--- src/design/cbx_params.svh ---
// Constants for the compact branch and trap execute block
`ifndef CBX_PARAMS_SVH
`define CBX_PARAMS_SVH
`define PREFETCH_BYTES 32'h0000_0004
`define HALFWORD_BYTES 32'h0000_0002
`define TRAP_VECTOR 32'h0000_0008
`define COND_UNDEF 4'hE
`define COND_TRAP 4'hF
`define MODE_SUPERVISOR 5'h13
`define FLAG_N 31
`define FLAG_Z 30
`define FLAG_C 29
`define FLAG_V 28
`define STATE_BIT 5
`define MODE_LSB 0
`define MODE_MSB 4
`define LONG_HI_SHIFT 12
`define BRANCH_CYCLES 2'h3
`define TRAP_CYCLES 2'h3
`define NOTAKEN_CYCLES 2'h1
`define LONG_CYCLES 2'h1
`endif

--- src/design/cbx_pkg.sv ---
// Types for the compact branch and trap execute block
package cbx_pkg;
  typedef enum logic [2:0] {
    ST_IDLE = 3'b001,
    ST_BUSY = 3'b010,
    ST_DONE = 3'b100
  } exec_state_t;

  typedef struct packed {
    logic [15:0] opcode;
    logic [31:0] inst_addr;
  } exec_req_t;

  typedef struct packed {
    logic pc_load;
    logic [31:0] pc_value;
    logic link_load;
    logic [31:0] link_value;
    logic status_load;
    logic [31:0] status_value;
    logic saved_load;
    logic [31:0] saved_value;
    logic undef_trap;
  } exec_rsp_t;
endpackage

--- src/design/cond_eval.sv ---
// Condition field evaluator against the status flags
`timescale 1ns/1ps
`default_nettype none
module cond_eval (
  input wire logic [3:0] i_cond,
  input wire logic i_n,
  input wire logic i_z,
  input wire logic i_c,
  input wire logic i_v,
  output logic o_pass
);
  always_comb begin
    unique case (i_cond[3:1])
      3'h0: o_pass = i_z;
      3'h1: o_pass = i_c;
      3'h2: o_pass = i_n;
      3'h3: o_pass = i_v;
      3'h4: o_pass = i_c & ~i_z;
      3'h5: o_pass = i_n == i_v;
      3'h6: o_pass = ~i_z & (i_n == i_v);
      3'h7: o_pass = 1'b0;
    endcase
    // Odd codes are the inverse, except the reserved pair
    if (i_cond[3:1] != 3'h7 && i_cond[0]) begin
      o_pass = ~o_pass;
    end
  end
endmodule
`default_nettype wire

--- src/design/compact_branch_swi_exec.sv ---
// Execute logic for compressed branch, trap and long branch formats
`timescale 1ns/1ps
`default_nettype none
`include "cbx_params.svh"
module compact_branch_swi_exec (
  input wire logic i_mclk,
  input wire logic i_sys_rst,
  input wire logic i_valid,
  input wire cbx_pkg::exec_req_t i_req,
  input wire logic [31:0] i_status,
  input wire logic [31:0] i_link,
  output logic o_ready,
  output logic o_done,
  output cbx_pkg::exec_rsp_t o_rsp
);
  typedef struct packed {
    cbx_pkg::exec_state_t state;
    logic [1:0] cnt;
    logic done;
    logic ready;
    cbx_pkg::exec_rsp_t rsp;
  } core_t;

  core_t state_reg;
  core_t state_next;
  logic cond_pass;

  function automatic logic [31:0] sext_dbl(input logic [10:0] off, input logic [3:0] top);
    logic [31:0] r;
    r = 32'h0000_0000;
    // Sign extend from bit 'top', then double
    for (int i = 0; i < 32; i++) begin
      if (i >= 1 && i <= 11) begin
        r[i] = (i - 1 <= int'(top)) ? off[i-1] : off[top];
      end else if (i > 11) begin
        r[i] = off[top];
      end
    end
    return r;
  endfunction

  cond_eval u_cond (
    .i_cond(i_req.opcode[11:8]),
    .i_n(i_status[`FLAG_N]),
    .i_z(i_status[`FLAG_Z]),
    .i_c(i_status[`FLAG_C]),
    .i_v(i_status[`FLAG_V]),
    .o_pass(cond_pass)
  );

  logic [31:0] base_pc;
  logic [31:0] next_addr;
  logic is_cond;
  logic is_uncond;
  logic is_long;
  logic [3:0] cond;
  logic [10:0] off11;
  logic [31:0] hi_off;
  assign base_pc = i_req.inst_addr + `PREFETCH_BYTES;
  assign next_addr = i_req.inst_addr + `HALFWORD_BYTES;
  assign is_cond = i_req.opcode[15:12] == 4'hD;
  assign is_uncond = i_req.opcode[15:11] == 5'h1C;
  assign is_long = i_req.opcode[15:12] == 4'hF;
  assign cond = i_req.opcode[11:8];
  assign off11 = i_req.opcode[10:0];
  assign hi_off = {{9{off11[10]}}, off11, 12'h000};

  always_comb begin
    state_next = state_reg;
    state_next.done = 1'b0;
    unique case (state_reg.state)
      cbx_pkg::ST_IDLE: begin
        if (i_valid) begin
          state_next.rsp = '0;
          state_next.rsp.pc_value = next_addr;
          state_next.cnt = `NOTAKEN_CYCLES;
          state_next.state = cbx_pkg::ST_BUSY;
          if (is_cond && cond == `COND_TRAP) begin
            // Comment byte of opcode deliberately unused
            state_next.rsp.link_load = 1'b1;
            state_next.rsp.link_value = next_addr;
            state_next.rsp.saved_load = 1'b1;
            state_next.rsp.saved_value = i_status;
            state_next.rsp.status_load = 1'b1;
            state_next.rsp.status_value = i_status;
            state_next.rsp.status_value[`STATE_BIT] = 1'b0;
            state_next.rsp.status_value[`MODE_MSB:`MODE_LSB] = `MODE_SUPERVISOR;
            state_next.rsp.pc_load = 1'b1;
            state_next.rsp.pc_value = `TRAP_VECTOR;
            state_next.cnt = `TRAP_CYCLES;
          end else if (is_cond && cond == `COND_UNDEF) begin
            state_next.rsp.undef_trap = 1'b1;
          end else if (is_cond && cond_pass) begin
            state_next.rsp.pc_load = 1'b1;
            state_next.rsp.pc_value = base_pc + sext_dbl({3'h0, i_req.opcode[7:0]}, 4'h7);
            state_next.cnt = `BRANCH_CYCLES;
          end else if (is_uncond) begin
            state_next.rsp.pc_load = 1'b1;
            state_next.rsp.pc_value = base_pc + sext_dbl(off11, 4'hA);
            state_next.cnt = `BRANCH_CYCLES;
          end else if (is_long && !i_req.opcode[11]) begin
            state_next.rsp.link_load = 1'b1;
            state_next.rsp.link_value = base_pc + hi_off;
            state_next.cnt = `LONG_CYCLES;
          end else if (is_long) begin
            state_next.rsp.pc_load = 1'b1;
            state_next.rsp.pc_value = i_link + {20'h0_0000, off11, 1'b0};
            state_next.rsp.link_load = 1'b1;
            state_next.rsp.link_value = next_addr | 32'h0000_0001;
            state_next.cnt = `BRANCH_CYCLES;
          end
        end
      end
      cbx_pkg::ST_BUSY: begin
        // Hold results until the cycle budget is spent
        state_next.cnt = state_reg.cnt - 2'h1;
        if (state_reg.cnt == 2'h1) begin
          state_next.state = cbx_pkg::ST_DONE;
          state_next.done = 1'b1;
        end
      end
      cbx_pkg::ST_DONE: begin
        state_next.state = cbx_pkg::ST_IDLE;
      end
      default: begin
        state_next.state = cbx_pkg::ST_IDLE;
      end
    endcase
    // Ready lives in the state word so the output comes straight off a flop
    state_next.ready = state_next.state == cbx_pkg::ST_IDLE;
  end

  always_ff @(posedge i_mclk) begin
    if (i_sys_rst) begin
      state_reg <= '{state: cbx_pkg::ST_IDLE, cnt: 2'h0, done: 1'b0, ready: 1'b1, rsp: '0};
    end else begin
      state_reg <= state_next;
    end
  end

  assign o_ready = state_reg.ready;
  assign o_done = state_reg.done;
  assign o_rsp = state_reg.rsp;

  property p_trap_vector;
    @(posedge i_mclk) disable iff (i_sys_rst)
    (o_ready && i_valid && is_cond && cond == `COND_TRAP) |=> (o_rsp.pc_value == 32'h8 && o_rsp.saved_load);
  endproperty
  a_trap_vector: assert property (p_trap_vector) else $error("trap vector wrong");

  property p_trap_mode;
    @(posedge i_mclk) disable iff (i_sys_rst)
    (o_ready && i_valid && is_cond && cond == `COND_TRAP) |=>
      (o_rsp.status_value[4:0] == 5'h13 && !o_rsp.status_value[5]);
  endproperty
  a_trap_mode: assert property (p_trap_mode) else $error("trap mode wrong");

  property p_undef;
    @(posedge i_mclk) disable iff (i_sys_rst)
    (o_ready && i_valid && is_cond && cond == `COND_UNDEF) |=> (o_rsp.undef_trap && !o_rsp.pc_load);
  endproperty
  a_undef: assert property (p_undef) else $error("undefined code branched");

  property p_notaken;
    @(posedge i_mclk) disable iff (i_sys_rst)
    (o_ready && i_valid && is_cond && cond < 4'hE && !cond_pass) |=>
      (!o_rsp.pc_load && !o_rsp.link_load && o_rsp.pc_value == $past(i_req.inst_addr) + 32'h2);
  endproperty
  a_notaken: assert property (p_notaken) else $error("not taken changed state");

  property p_cond_target;
    @(posedge i_mclk) disable iff (i_sys_rst)
    (o_ready && i_valid && is_cond && cond < 4'hE && cond_pass) |=> (o_rsp.pc_value == $past(i_req.inst_addr) + 32'h4 +
      {{23{$past(i_req.opcode[7])}}, $past(i_req.opcode[7:0]), 1'b0});
  endproperty
  a_cond_target: assert property (p_cond_target) else $error("cond target wrong");

  property p_branch_time;
    @(posedge i_mclk) disable iff (i_sys_rst)
    (o_ready && i_valid && is_uncond) |=> !o_done [*3] ##1 o_done;
  endproperty
  a_branch_time: assert property (p_branch_time) else $error("branch cycle count wrong");

  property p_trap_time;
    @(posedge i_mclk) disable iff (i_sys_rst)
    (o_ready && i_valid && is_cond && cond == `COND_TRAP) |=> !o_done [*3] ##1 o_done;
  endproperty
  a_trap_time: assert property (p_trap_time) else $error("trap cycle count wrong");

  property p_uncond_target;
    @(posedge i_mclk) disable iff (i_sys_rst)
    (o_ready && i_valid && is_uncond) |=> (o_rsp.pc_load && o_rsp.pc_value == $past(i_req.inst_addr) + 32'h4 +
      {{20{$past(i_req.opcode[10])}}, $past(i_req.opcode[10:0]), 1'b0});
  endproperty
  a_uncond_target: assert property (p_uncond_target) else $error("uncond target wrong");

  property p_long_hi;
    @(posedge i_mclk) disable iff (i_sys_rst)
    (o_ready && i_valid && is_long && !i_req.opcode[11]) |=> (!o_rsp.pc_load && o_rsp.link_value ==
      $past(i_req.inst_addr) + 32'h4 + {{9{$past(i_req.opcode[10])}}, $past(i_req.opcode[10:0]), 12'h000});
  endproperty
  a_long_hi: assert property (p_long_hi) else $error("long first half wrong");

  property p_long_lo;
    @(posedge i_mclk) disable iff (i_sys_rst)
    (o_ready && i_valid && is_long && i_req.opcode[11]) |=> (o_rsp.link_value[0] && o_rsp.pc_load);
  endproperty
  a_long_lo: assert property (p_long_lo) else $error("long second half wrong");

  property p_long_lo_target;
    @(posedge i_mclk) disable iff (i_sys_rst)
    (o_ready && i_valid && is_long && i_req.opcode[11]) |=>
      (o_rsp.pc_value == $past(i_link) + {20'h0_0000, $past(i_req.opcode[10:0]), 1'b0} &&
      o_rsp.link_value == (($past(i_req.inst_addr) + 32'h2) | 32'h0000_0001));
  endproperty
  a_long_lo_target: assert property (p_long_lo_target) else $error("long second half target wrong");
endmodule
`default_nettype wire

--- config.mk ---
export PLATFORM = sky130hd
export DESIGN_NAME = compact_branch_swi_exec
export DESIGN_NICKNAME = d
export VERILOG_FILES = /design/src/design/cbx_pkg.sv /design/src/design/cond_eval.sv /design/src/design/compact_branch_swi_exec.sv
export VERILOG_INCLUDE_DIRS = /design/src /design/src/design
export SDC_FILE = /design/constraint.sdc
export NUM_CORES = 1
export LEC_CHECK = 0
export BUFFER_PORTS_ARGS = -buffer_cell sky130_fd_sc_hd__buf_2
export CORE_MARGIN = 4
export CORE_UTILIZATION = 50
export DETAILED_ROUTE_END_ITERATION = 8
export PLACE_DENSITY = 0.75
export SETUP_SLACK_MARGIN = 0.5
export SLEW_MARGIN = 0
export SYNTH_ARGS = -nofsm -noshare
export SYNTH_HDL_FRONTEND = slang
export SYNTH_HIERARCHICAL = 1
export SYNTH_SLANG_ARGS = --single-unit
--- constraint.sdc ---
create_clock -name i_mclk -period 4.45 [get_ports i_mclk]
set_input_delay 0.445 -clock i_mclk [delete_from_list [all_inputs] [get_ports i_mclk]]
set_output_delay 0.445 -clock i_mclk [all_outputs]
set_load 0.03 [all_outputs]
Word level (Yosys, flattened, before mapping)
Cells that the tools add are included.
{"block": "totals", "regBits": 140, "inputBits": 115, "out_inout_bits": 135}
{"block": "op_classes", "add_sub_neg": 7, "eq_ne": 19, "n_mux": 131, "bitwise_logic": 5, "reduce_logical": 11}
{"operator": "$mux 66", "count": 4}
{"operator": "$mux 33", "count": 6}
{"operator": "$mux 1", "count": 110}
{"operator": "$add 32x32->32", "count": 3}
{"operator": "$add 32x12->32", "count": 1}
{"operator": "$add 32x2->32 const B", "count": 1}
{"operator": "$add 32x3->32 const B", "count": 1}
{"operator": "$eq 4x4->1 const B", "count": 4}
{"operator": "$eq 3x3->1 const B", "count": 4}
{"operator": "$mux 2", "count": 6}
{"operator": "$eq 3x1->1 const B", "count": 3}
{"operator": "$eq 3x2->1 const B", "count": 3}
{"operator": "$pmux 1 s8", "count": 1}
{"operator": "$pmux 3 s2", "count": 1}
{"operator": "$eq 5x5->1 const B", "count": 1}
{"operator": "$logic_and 1x1->1", "count": 5}
{"operator": "$mux 5", "count": 1}
{"operator": "$pmux 2 s2", "count": 1}
{"operator": "$reduce_and 2->1", "count": 2}
{"operator": "$logic_not 3->1", "count": 1}
{"operator": "$mux 3", "count": 1}
{"operator": "$ne 3x3->1 const B", "count": 1}
{"operator": "$not 1->1", "count": 3}
{"operator": "$and 1x1->1", "count": 2}
{"operator": "other kinds (7)", "count": 7}

Longest topological paths before layout
Gate-level depths: netlist of the first run.
{"block": "logic_depth", "word_depth": 16, "ltp_mapped": 18, "ltp_nobuf": 16}

Modules after synthesis
Netlist of the first run, hierarchy kept.
{"mod": "compact_branch_swi_exec", "n_inst": 1, "cells_per_inst": 1519, "area_each_um2": 11151.9}
{"mod": "cond_eval", "n_inst": 1, "cells_per_inst": 11, "area_each_um2": 91.3}

Worst setup path before layout of the first run
OpenSTA, ideal clock, no wires.
{"block": "synth_timing", "kind": "in2reg", "startpoint": "input port i_req[2] in the netlist's numbering", "endpoint": "register state_reg, in the netlist o_rsp[130]", "setup_time_ns": 0.091, "arrival_ns": 3.851, "required_time_ns": 4.359, "setup_slack_ns": 0.508, "path_stages": 14, "cell_sequence": "ha_1 nand3_1 nor4_2 and3_1 nand2_1 xnor2_1 ha_1 clkbuf_1 nand4_1 or4b_2 o211ai_1 xor2_1 a21oi_1 a311oi_1"}
{"block": "synth_via", "elab_chain_len": 7, "word_cells_on_any_way": 10}
{"item": "start, declared", "line": "compact_branch_swi_exec.sv:9", "rtl": "input wire cbx_pkg::exec_req_t i_req,"}
{"item": "parallel branches: the longest is 5 deep, another holds $add 32x3->32"}
{"item": "$mux 66 (*)", "line": "compact_branch_swi_exec.sv:91", "rtl": "end else if (is_cond && cond == `COND_UNDEF) begin"}
{"item": "$mux 66 (*)", "line": "compact_branch_swi_exec.sv:78", "rtl": "if (is_cond && cond == `COND_TRAP) begin"}
{"item": "end signal, assigned", "line": "compact_branch_swi_exec.sv:135", "rtl": "state_reg <= '{state: cbx_pkg::ST_IDLE, cnt: 2'h0, done: 1'b0, ready: 1'b1, rsp: '0};"}
{"item": "end signal, assigned", "line": "compact_branch_swi_exec.sv:137", "rtl": "state_reg <= state_next;"}
{"item": "end, declared", "line": "compact_branch_swi_exec.sv:24", "rtl": "core_t state_reg;"}
Every way passes the cells marked *.
A chain may end at the register's enable or synchronous reset.

Worst setup path in the final report of the first run
{"block": "layout_timing", "startpoint": "input port i_req[6] in the netlist's numbering", "endpoint": "register state_reg, in the netlist o_rsp[120]"}
Same word-level chain as after synthesis.

==> impl_metrics.env, run 1 <==
export IMPL_rsz0062_at_grt="no"
export IMPL_synthFlopType="dfxtp_1"
export IMPL_fmaxAchievable_mhz=261
export IMPL_dp_hpwl_mm=35.4
export IMPL_reg2reg_slack_ns=1.72
export IMPL_end_kind="flop"
export IMPL_dpl_cell_area_sq_mm=0.0122
export IMPL_synth_edf_count=0
export IMPL_chipWidth_um=158
export IMPL_r2r_end="o_rsp[116]"
export IMPL_fillCellCount=2151
export IMPL_layout_nets=1863
export IMPL_antenna_found_initial=0
export IMPL_drc_errors=0
export IMPL_grt_remaining_overflow=0
export IMPL_n_antenna_cell=0
export IMPL_setup_viol=0
export IMPL_ys_seq_elements=107
export IMPL_path_max_fanout=6
export IMPL_crit_path_max_incr_delay_ns=0.37
export IMPL_status="finished, final reports clean"
export IMPL_reg2reg_from="state_reg[137]"
export IMPL_maxSlewViolCount=0
export IMPL_gp_congestion=1.03
export IMPL_netlist_instances=1530
export IMPL_maxSlewHeadroom=0.282
export IMPL_cts_tree="done"
export IMPL_r2r_cells=8
export IMPL_async_reset_ff_frac=0
export IMPL_die_area_sq_mm=0.0249
export IMPL_die_y_um=158
export IMPL_crit_start="i_req[6]"
export IMPL_multi_input_area_sq_mm=0.00790
export IMPL_critPathTopFamily="compound AO/OA/AOI/OAI gates"
export IMPL_drt_iter0_drc=1447
export IMPL_syn_area_sq_mm=0.0112
export IMPL_grt_pass1_vias=11161
export IMPL_core_area_sq_mm=0.0220
export IMPL_worstPathCellList="buf_2 > and3_1 > nand3_1 > buf_4 > nor2_1 > xor2_1 > ha_1 > a211oi_1 > nor2_1 > o31ai_1 > o311ai_4 > a21oi_4 > o21ai_1 > xor2_1 > a21oi_1 > a221oi_1"
export IMPL_clkLatencyLatePin_ns=0.37
export IMPL_syn_avg_cell_area_sq_um=7.35
export IMPL_routed_wl_mm=45.2
export IMPL_area_sequential_sq_mm=0.00214
export IMPL_layout_drive_gt1_share=0.238
export IMPL_drv_cap=0
export IMPL_initial_core_util=0.512
export IMPL_worst_ir_drop_vdd_mv=0.180
export IMPL_pwr_density_cell_mw_per_mm2=249
export IMPL_grt_use_total=0.346
export IMPL_final_util=0.577
export IMPL_worst_pin_slew_ns=1.07
export IMPL_critical_path_cell_count=16
export IMPL_synth_warning_count=6
export IMPL_p_leak_nw=5.62
export IMPL_area_growth_pct=12.7
export IMPL_cts_root_buffer="clkbuf_16"
export IMPL_drtPass1Iterations=7
export IMPL_clkSinkCount=107
export IMPL_clockBufferDepth=2
export IMPL_grt_pass1_wl_mm=66.0
export IMPL_final_cell_mix="246 x buf_2, 156 x nand2_1, 134 x a21oi_1"
export IMPL_ant_nets=0
export IMPL_io_pins=250
export IMPL_hold_class="primary input to flop"
export IMPL_crit_type="primary input to flop"
export IMPL_routed_via_density=6.27
export IMPL_arrival_ns=4.10
export IMPL_pre_cts_slack_ns=0.136
export IMPL_vias=12253
export IMPL_seq_area_frac_synth=0.191
export IMPL_crit_slowest_cell="ha_1"
export IMPL_fin_crit_ns=3.84
export IMPL_critPathBufInv=2
export IMPL_hold_viol=0
export IMPL_htreeDepth=3
export IMPL_wl_per_cell_um=23.1
export IMPL_grt_max_degree=82
export IMPL_io_buffers=246
export IMPL_design_area_sq_mm=0.0127
export IMPL_period_share=0.862
export IMPL_cts_clk_slew_worst_paths_ns=0.08
export IMPL_ctsHoldBuffers=0
export IMPL_crit_required_ns=4.71
export IMPL_fp_row_count=54
export IMPL_worst_slack_ns=0.613
export IMPL_final_common_cell="buf_2"
export IMPL_clock_skew_final_ns=0.0219
export IMPL_cp_endpoint="o_rsp[120]"
export IMPL_start_kind="primary input"
export IMPL_ys_types=78
export IMPL_finalSetupTns_ns=0
export IMPL_cts_buffers=9
export IMPL_largest_register_ffs=100
metrics by stage:
| stage | hold slack (ns) | instances | power [W] |
|---|---|---|---|
| 6_report | 0.332 | 1953 | 0.00315 |
| 5_1_grt | 0.334 | 1953 | 0.00329 |
| 4_1_cts | 0.320 | 1949 | 0.00310 |
| 3_5_place_dp | 0.440 | 1933 | 0.00229 |
| 3_3_place_gp | 0.437 | 1933 | 0.00228 |
| 2_1_floorplan | 0.426 | 1532 | 0.00189 |
power by group:
part / switching (W) / leakage [nW] / total, W / internal [W]
Sequential: 0.0000272 / 0.869 / 0.00102 / 0.000995
Combinational: 0.000817 / 4.62 / 0.00131 / 0.000489
Clock: 0.000429 / 0.138 / 0.000823 / 0.000394
Total: 0.00127 / 5.62 / 0.00315 / 0.00188
cells by family (layout without fill, tap and decap cells):
logic type                 after synthesis  count (layout)  share of synthesized area
AOI/OAI and AO/OA                      439             439                      0.258
buffers and inverters                  234             375                      0.123
and+or+nand+nor                        515             515                      0.215
other                                    1               3                   0.000334
DFF                                    107             107                      0.191
adders and majority gates               80              80                     0.0910
xor gates and xnor gates               146             146                      0.114
muxes                                    8               8                    0.00857
worst register-to-register path: stages (launching register included):
cell	delay [ns]
dfxtp_1	0.39
nand2_1	0.14
or3_2	0.72
or3_1	0.45
buf_4	0.22
a21oi_1	0.26
o2111a_1	0.23
a221oi_1	0.05
a32oi_1	0.21
timing repair:
action                     CTS  global route
gates resized for setup      0            31
setup endpoints to repair    0            22
setup buffers                0             4
worst min-delay path by stage:
stage	slack [ns]	start	end	cells past startpoint
floorplan	0.43	o_rsp[110]	o_rsp[110]	2
global placement	0.44	o_rsp[6]	o_rsp[6]	2
detailed placement	0.44	o_rsp[5]	o_rsp[5]	2
CTS	0.32	i_status[5]	o_rsp[6]	3
global route	0.33	i_status[9]	o_rsp[10]	3
finish	0.33	i_status[6]	o_rsp[7]	3
area by class of cell:
| cell class | instances | share of cell area |
|---|---|---|
| multi-input combinational | 1191 | 0.624 |
| sequential | 107 | 0.169 |
| timing repair buffer | 335 | 0.150 |
| tap | 280 | 0.0276 |
| clock buffer | 10 | 0.0181 |
| inverter | 24 | 0.00711 |
| clock inverter | 6 | 0.00484 |
per-layer routing:
layer | GRT usage | vias to the layer above | wire length, um
met4 | 0.120 | 0 | 1860
met5 | 0 | - | 0
met2 | 0.554 | 710 | 19900
li1 | - | 5700 | -
met3 | 0.0648 | 115 | 4500
met1 | 0.467 | 5728 | 18900
synthesized netlist by cell type (all sizes together), types with 6 or more instances:
master  count  area [sq um]
a31oi      16           100
o31ai       8          60.1
xor2       72           631
a222oi      8          80.1
nor4        7          50.1
o21a       14           105
inv        24          90.1
nand3      87           435
nand4      27           175
and4        6          52.6
nand3b      6          45.0
clkbuf     72           270
o22ai      21           131
ha         77           963
xnor2      74           648
a21oi     141           721
o21ai      74           370
nor3       24           120
o221ai      8          70.1
o21bai     10          86.3
and2        7          43.8
o211ai     11          82.6
or3         6          37.5
a211oi     22           180
a221oi     17           149
and3       27           169
nor2      131           492
nand2     157           589
dfxtp     107          2140
nand2b      6          37.5
a21o       32           241
buf       138          1020
mux2i       7          70.1
nor2b      12          75.1
a22oi      13          97.6
No activity file was read; power rests on OpenSTA's default activity.
==> inputs of run 2 (changes only) <==
--- a/config.mk
+++ b/config.mk
@@ -8,9 +8,9 @@
 export LEC_CHECK = 0
 export BUFFER_PORTS_ARGS = -buffer_cell sky130_fd_sc_hd__buf_2
 export CORE_MARGIN = 4
-export CORE_UTILIZATION = 50
+export CORE_UTILIZATION = 57
 export DETAILED_ROUTE_END_ITERATION = 8
-export PLACE_DENSITY = 0.75
+export PLACE_DENSITY = 0.83
 export SETUP_SLACK_MARGIN = 0.5
 export SLEW_MARGIN = 0
 export SYNTH_ARGS = -nofsm -noshare
==> impl_metrics.env, run 2 (same netlist as run 1, synthesis figures left out) <==
export IMPL_status="finished, final reports clean"
export IMPL_routed_via_density=6.42
export IMPL_cts_root_buffer="clkbuf_16"
export IMPL_power_frac_clock=0.277
export IMPL_swShare=0.401
export IMPL_pwr_share_seq=0.320
export IMPL_finalSetupTns_ns=0
export IMPL_fp_row_count=51
export IMPL_final_common_cell="buf_2"
export IMPL_clkSinkCount=107
export IMPL_fin_crit_ns=3.82
export IMPL_arrival_ns=4.07
export IMPL_grt_pass1_wl_mm=67.1
export IMPL_grt_pass1_vias=11345
export IMPL_worst_pin_slew_ns=0.985
export IMPL_p_leak_nw=5.61
export IMPL_layout_drive_gt1_share=0.229
export IMPL_worst_ir_drop_vdd_mv=0.185
export IMPL_htreeDepth=3
export IMPL_start_kind="primary input"
export IMPL_hold_viol=0
export IMPL_clkLatencyLatePin_ns=0.37
export IMPL_clock_skew_final_ns=0.0231
export IMPL_internal_power_w=0.00192
export IMPL_grt_remaining_overflow=0
export IMPL_largest_register_ffs=100
export IMPL_drt_iter0_drc=1468
export IMPL_path_max_fanout=8
export IMPL_final_cell_mix="246 x buf_2, 157 x nand2_1, 137 x a21oi_1"
export IMPL_dp_hpwl_mm=35.4
export IMPL_p_switching_w=0.00128
export IMPL_initial_core_util=0.578
export IMPL_end_kind="flop"
export IMPL_antenna_found_initial=1
export IMPL_routed_wl_mm=45.1
export IMPL_io_pins=250
export IMPL_rsz0062_at_grt="no"
export IMPL_grt_use_total=0.394
export IMPL_totalPowerFinal_w=0.00320
export IMPL_clockBufferDepth=2
export IMPL_fmaxAchievable_mhz=262
export IMPL_cts_tree="done"
export IMPL_reg2reg_slack_ns=1.56
export IMPL_layout_nets=1857
export IMPL_wl_per_cell_um=23.3
export IMPL_core_area_sq_mm=0.0195
export IMPL_final_util=0.646
export IMPL_period_share=0.858
export IMPL_hold_class="primary input to flop"
export IMPL_drc_errors=0
export IMPL_grt_max_degree=59
export IMPL_ant_nets=0
export IMPL_cts_clk_slew_worst_paths_ns=0.08
export IMPL_setup_viol=0
export IMPL_drtPass1Iterations=6
export IMPL_cts_buffers=9
export IMPL_pwr_density_cell_mw_per_mm2=255
export IMPL_area_growth_pct=11.8
export IMPL_vias=12406
export IMPL_crit_type="primary input to flop"
export IMPL_io_buffers=246
export IMPL_gp_congestion=1.01
export IMPL_drv_cap=0
export IMPL_die_y_um=148
export IMPL_combinationalPowerShare=0.403
export IMPL_die_area_sq_mm=0.0220
export IMPL_maxSlewHeadroom=0.341
export IMPL_maxSlewViolCount=0
export IMPL_crit_required_ns=4.70
export IMPL_hold_ws_ns=0.333
export IMPL_chipWidth_um=148
## run 2: final timing paths
path | end | start | cells past startpoint
worst min-delay path | o_rsp[20] | i_status[19] | 3
worst max register to register | o_rsp[96] | state_reg[137] | 6
worst min register to register | o_rsp[4] | o_rsp[4] | 2
worst max-delay path | o_rsp[118] | i_req[4] | 17
## run 2: final cells by class
class / count / area [sq um]
clock buffer: 9 / 225
timing repair buffer: 329 / 1850
multi-input combinational: 1191 / 7850
clock inverter: 7 / 81.3
inverter: 24 / 90.1
antenna: 1 / 2.50
sequential: 107 / 2140
fill: 1767 / 6890
tap: 265 / 332
## run 2: routing by layer
layer | global-route usage | up-vias | wire [um]
met5 | 0 | - | 0
met3 | 0.101 | 125 | 5460
met1 | 0.522 | 5781 | 17900
li1 | - | 5685 | -
met4 | 0.138 | 0 | 1750
met2 | 0.625 | 815 | 20000
## run 2: repair_timing
item | in CTS | in global routing
setup endpoints to repair | 5 | 18
pin swaps | 0 | 3
buffers inserted | 0 | 2
hold buffers | 0 | 0
resized for setup | 3 | 18
endpoints found under the hold margin | 0 | 0
## run 2: stage by stage
step | instance area [sq um] | cells | setup WS [ns]
after floorplan | 11300 | 1532 | 0.508
after global placement | 12100 | 1914 | 0.0463
after detailed placement | 12100 | 1914 | 0.0434
after CTS | 12500 | 1930 | 0.492
after global routing | 12600 | 1933 | 0.474
final | 12600 | 1933 | 0.633
## run 2: critical path, cell delays in order
cell and delay, ns:
buf_2 0.21, and3_1 0.22, nand3_1 0.14, buf_4 0.20
nor2_1 0.14, xor2_1 0.31, ha_1 0.36, a211oi_1 0.28
nor2_1 0.10, o31ai_1 0.38, o311ai_4 0.23, a21oi_4 0.27
buf_4 0.16, o21bai_1 0.07, xor2_1 0.17, a211oi_1 0.29
o21ai_1 0.09
## run 2: power by group through the flow
stage / combinational, W / sequential [W] / clock (W)
floorplan: 0.000852 / 0.00103 / 0
global placement: 0.00122 / 0.00104 / 0
detailed placement: 0.00123 / 0.00104 / 0
CTS: 0.00124 / 0.00102 / 0.000885
global route: 0.00138 / 0.00103 / 0.000924
finish: 0.00129 / 0.00102 / 0.000887
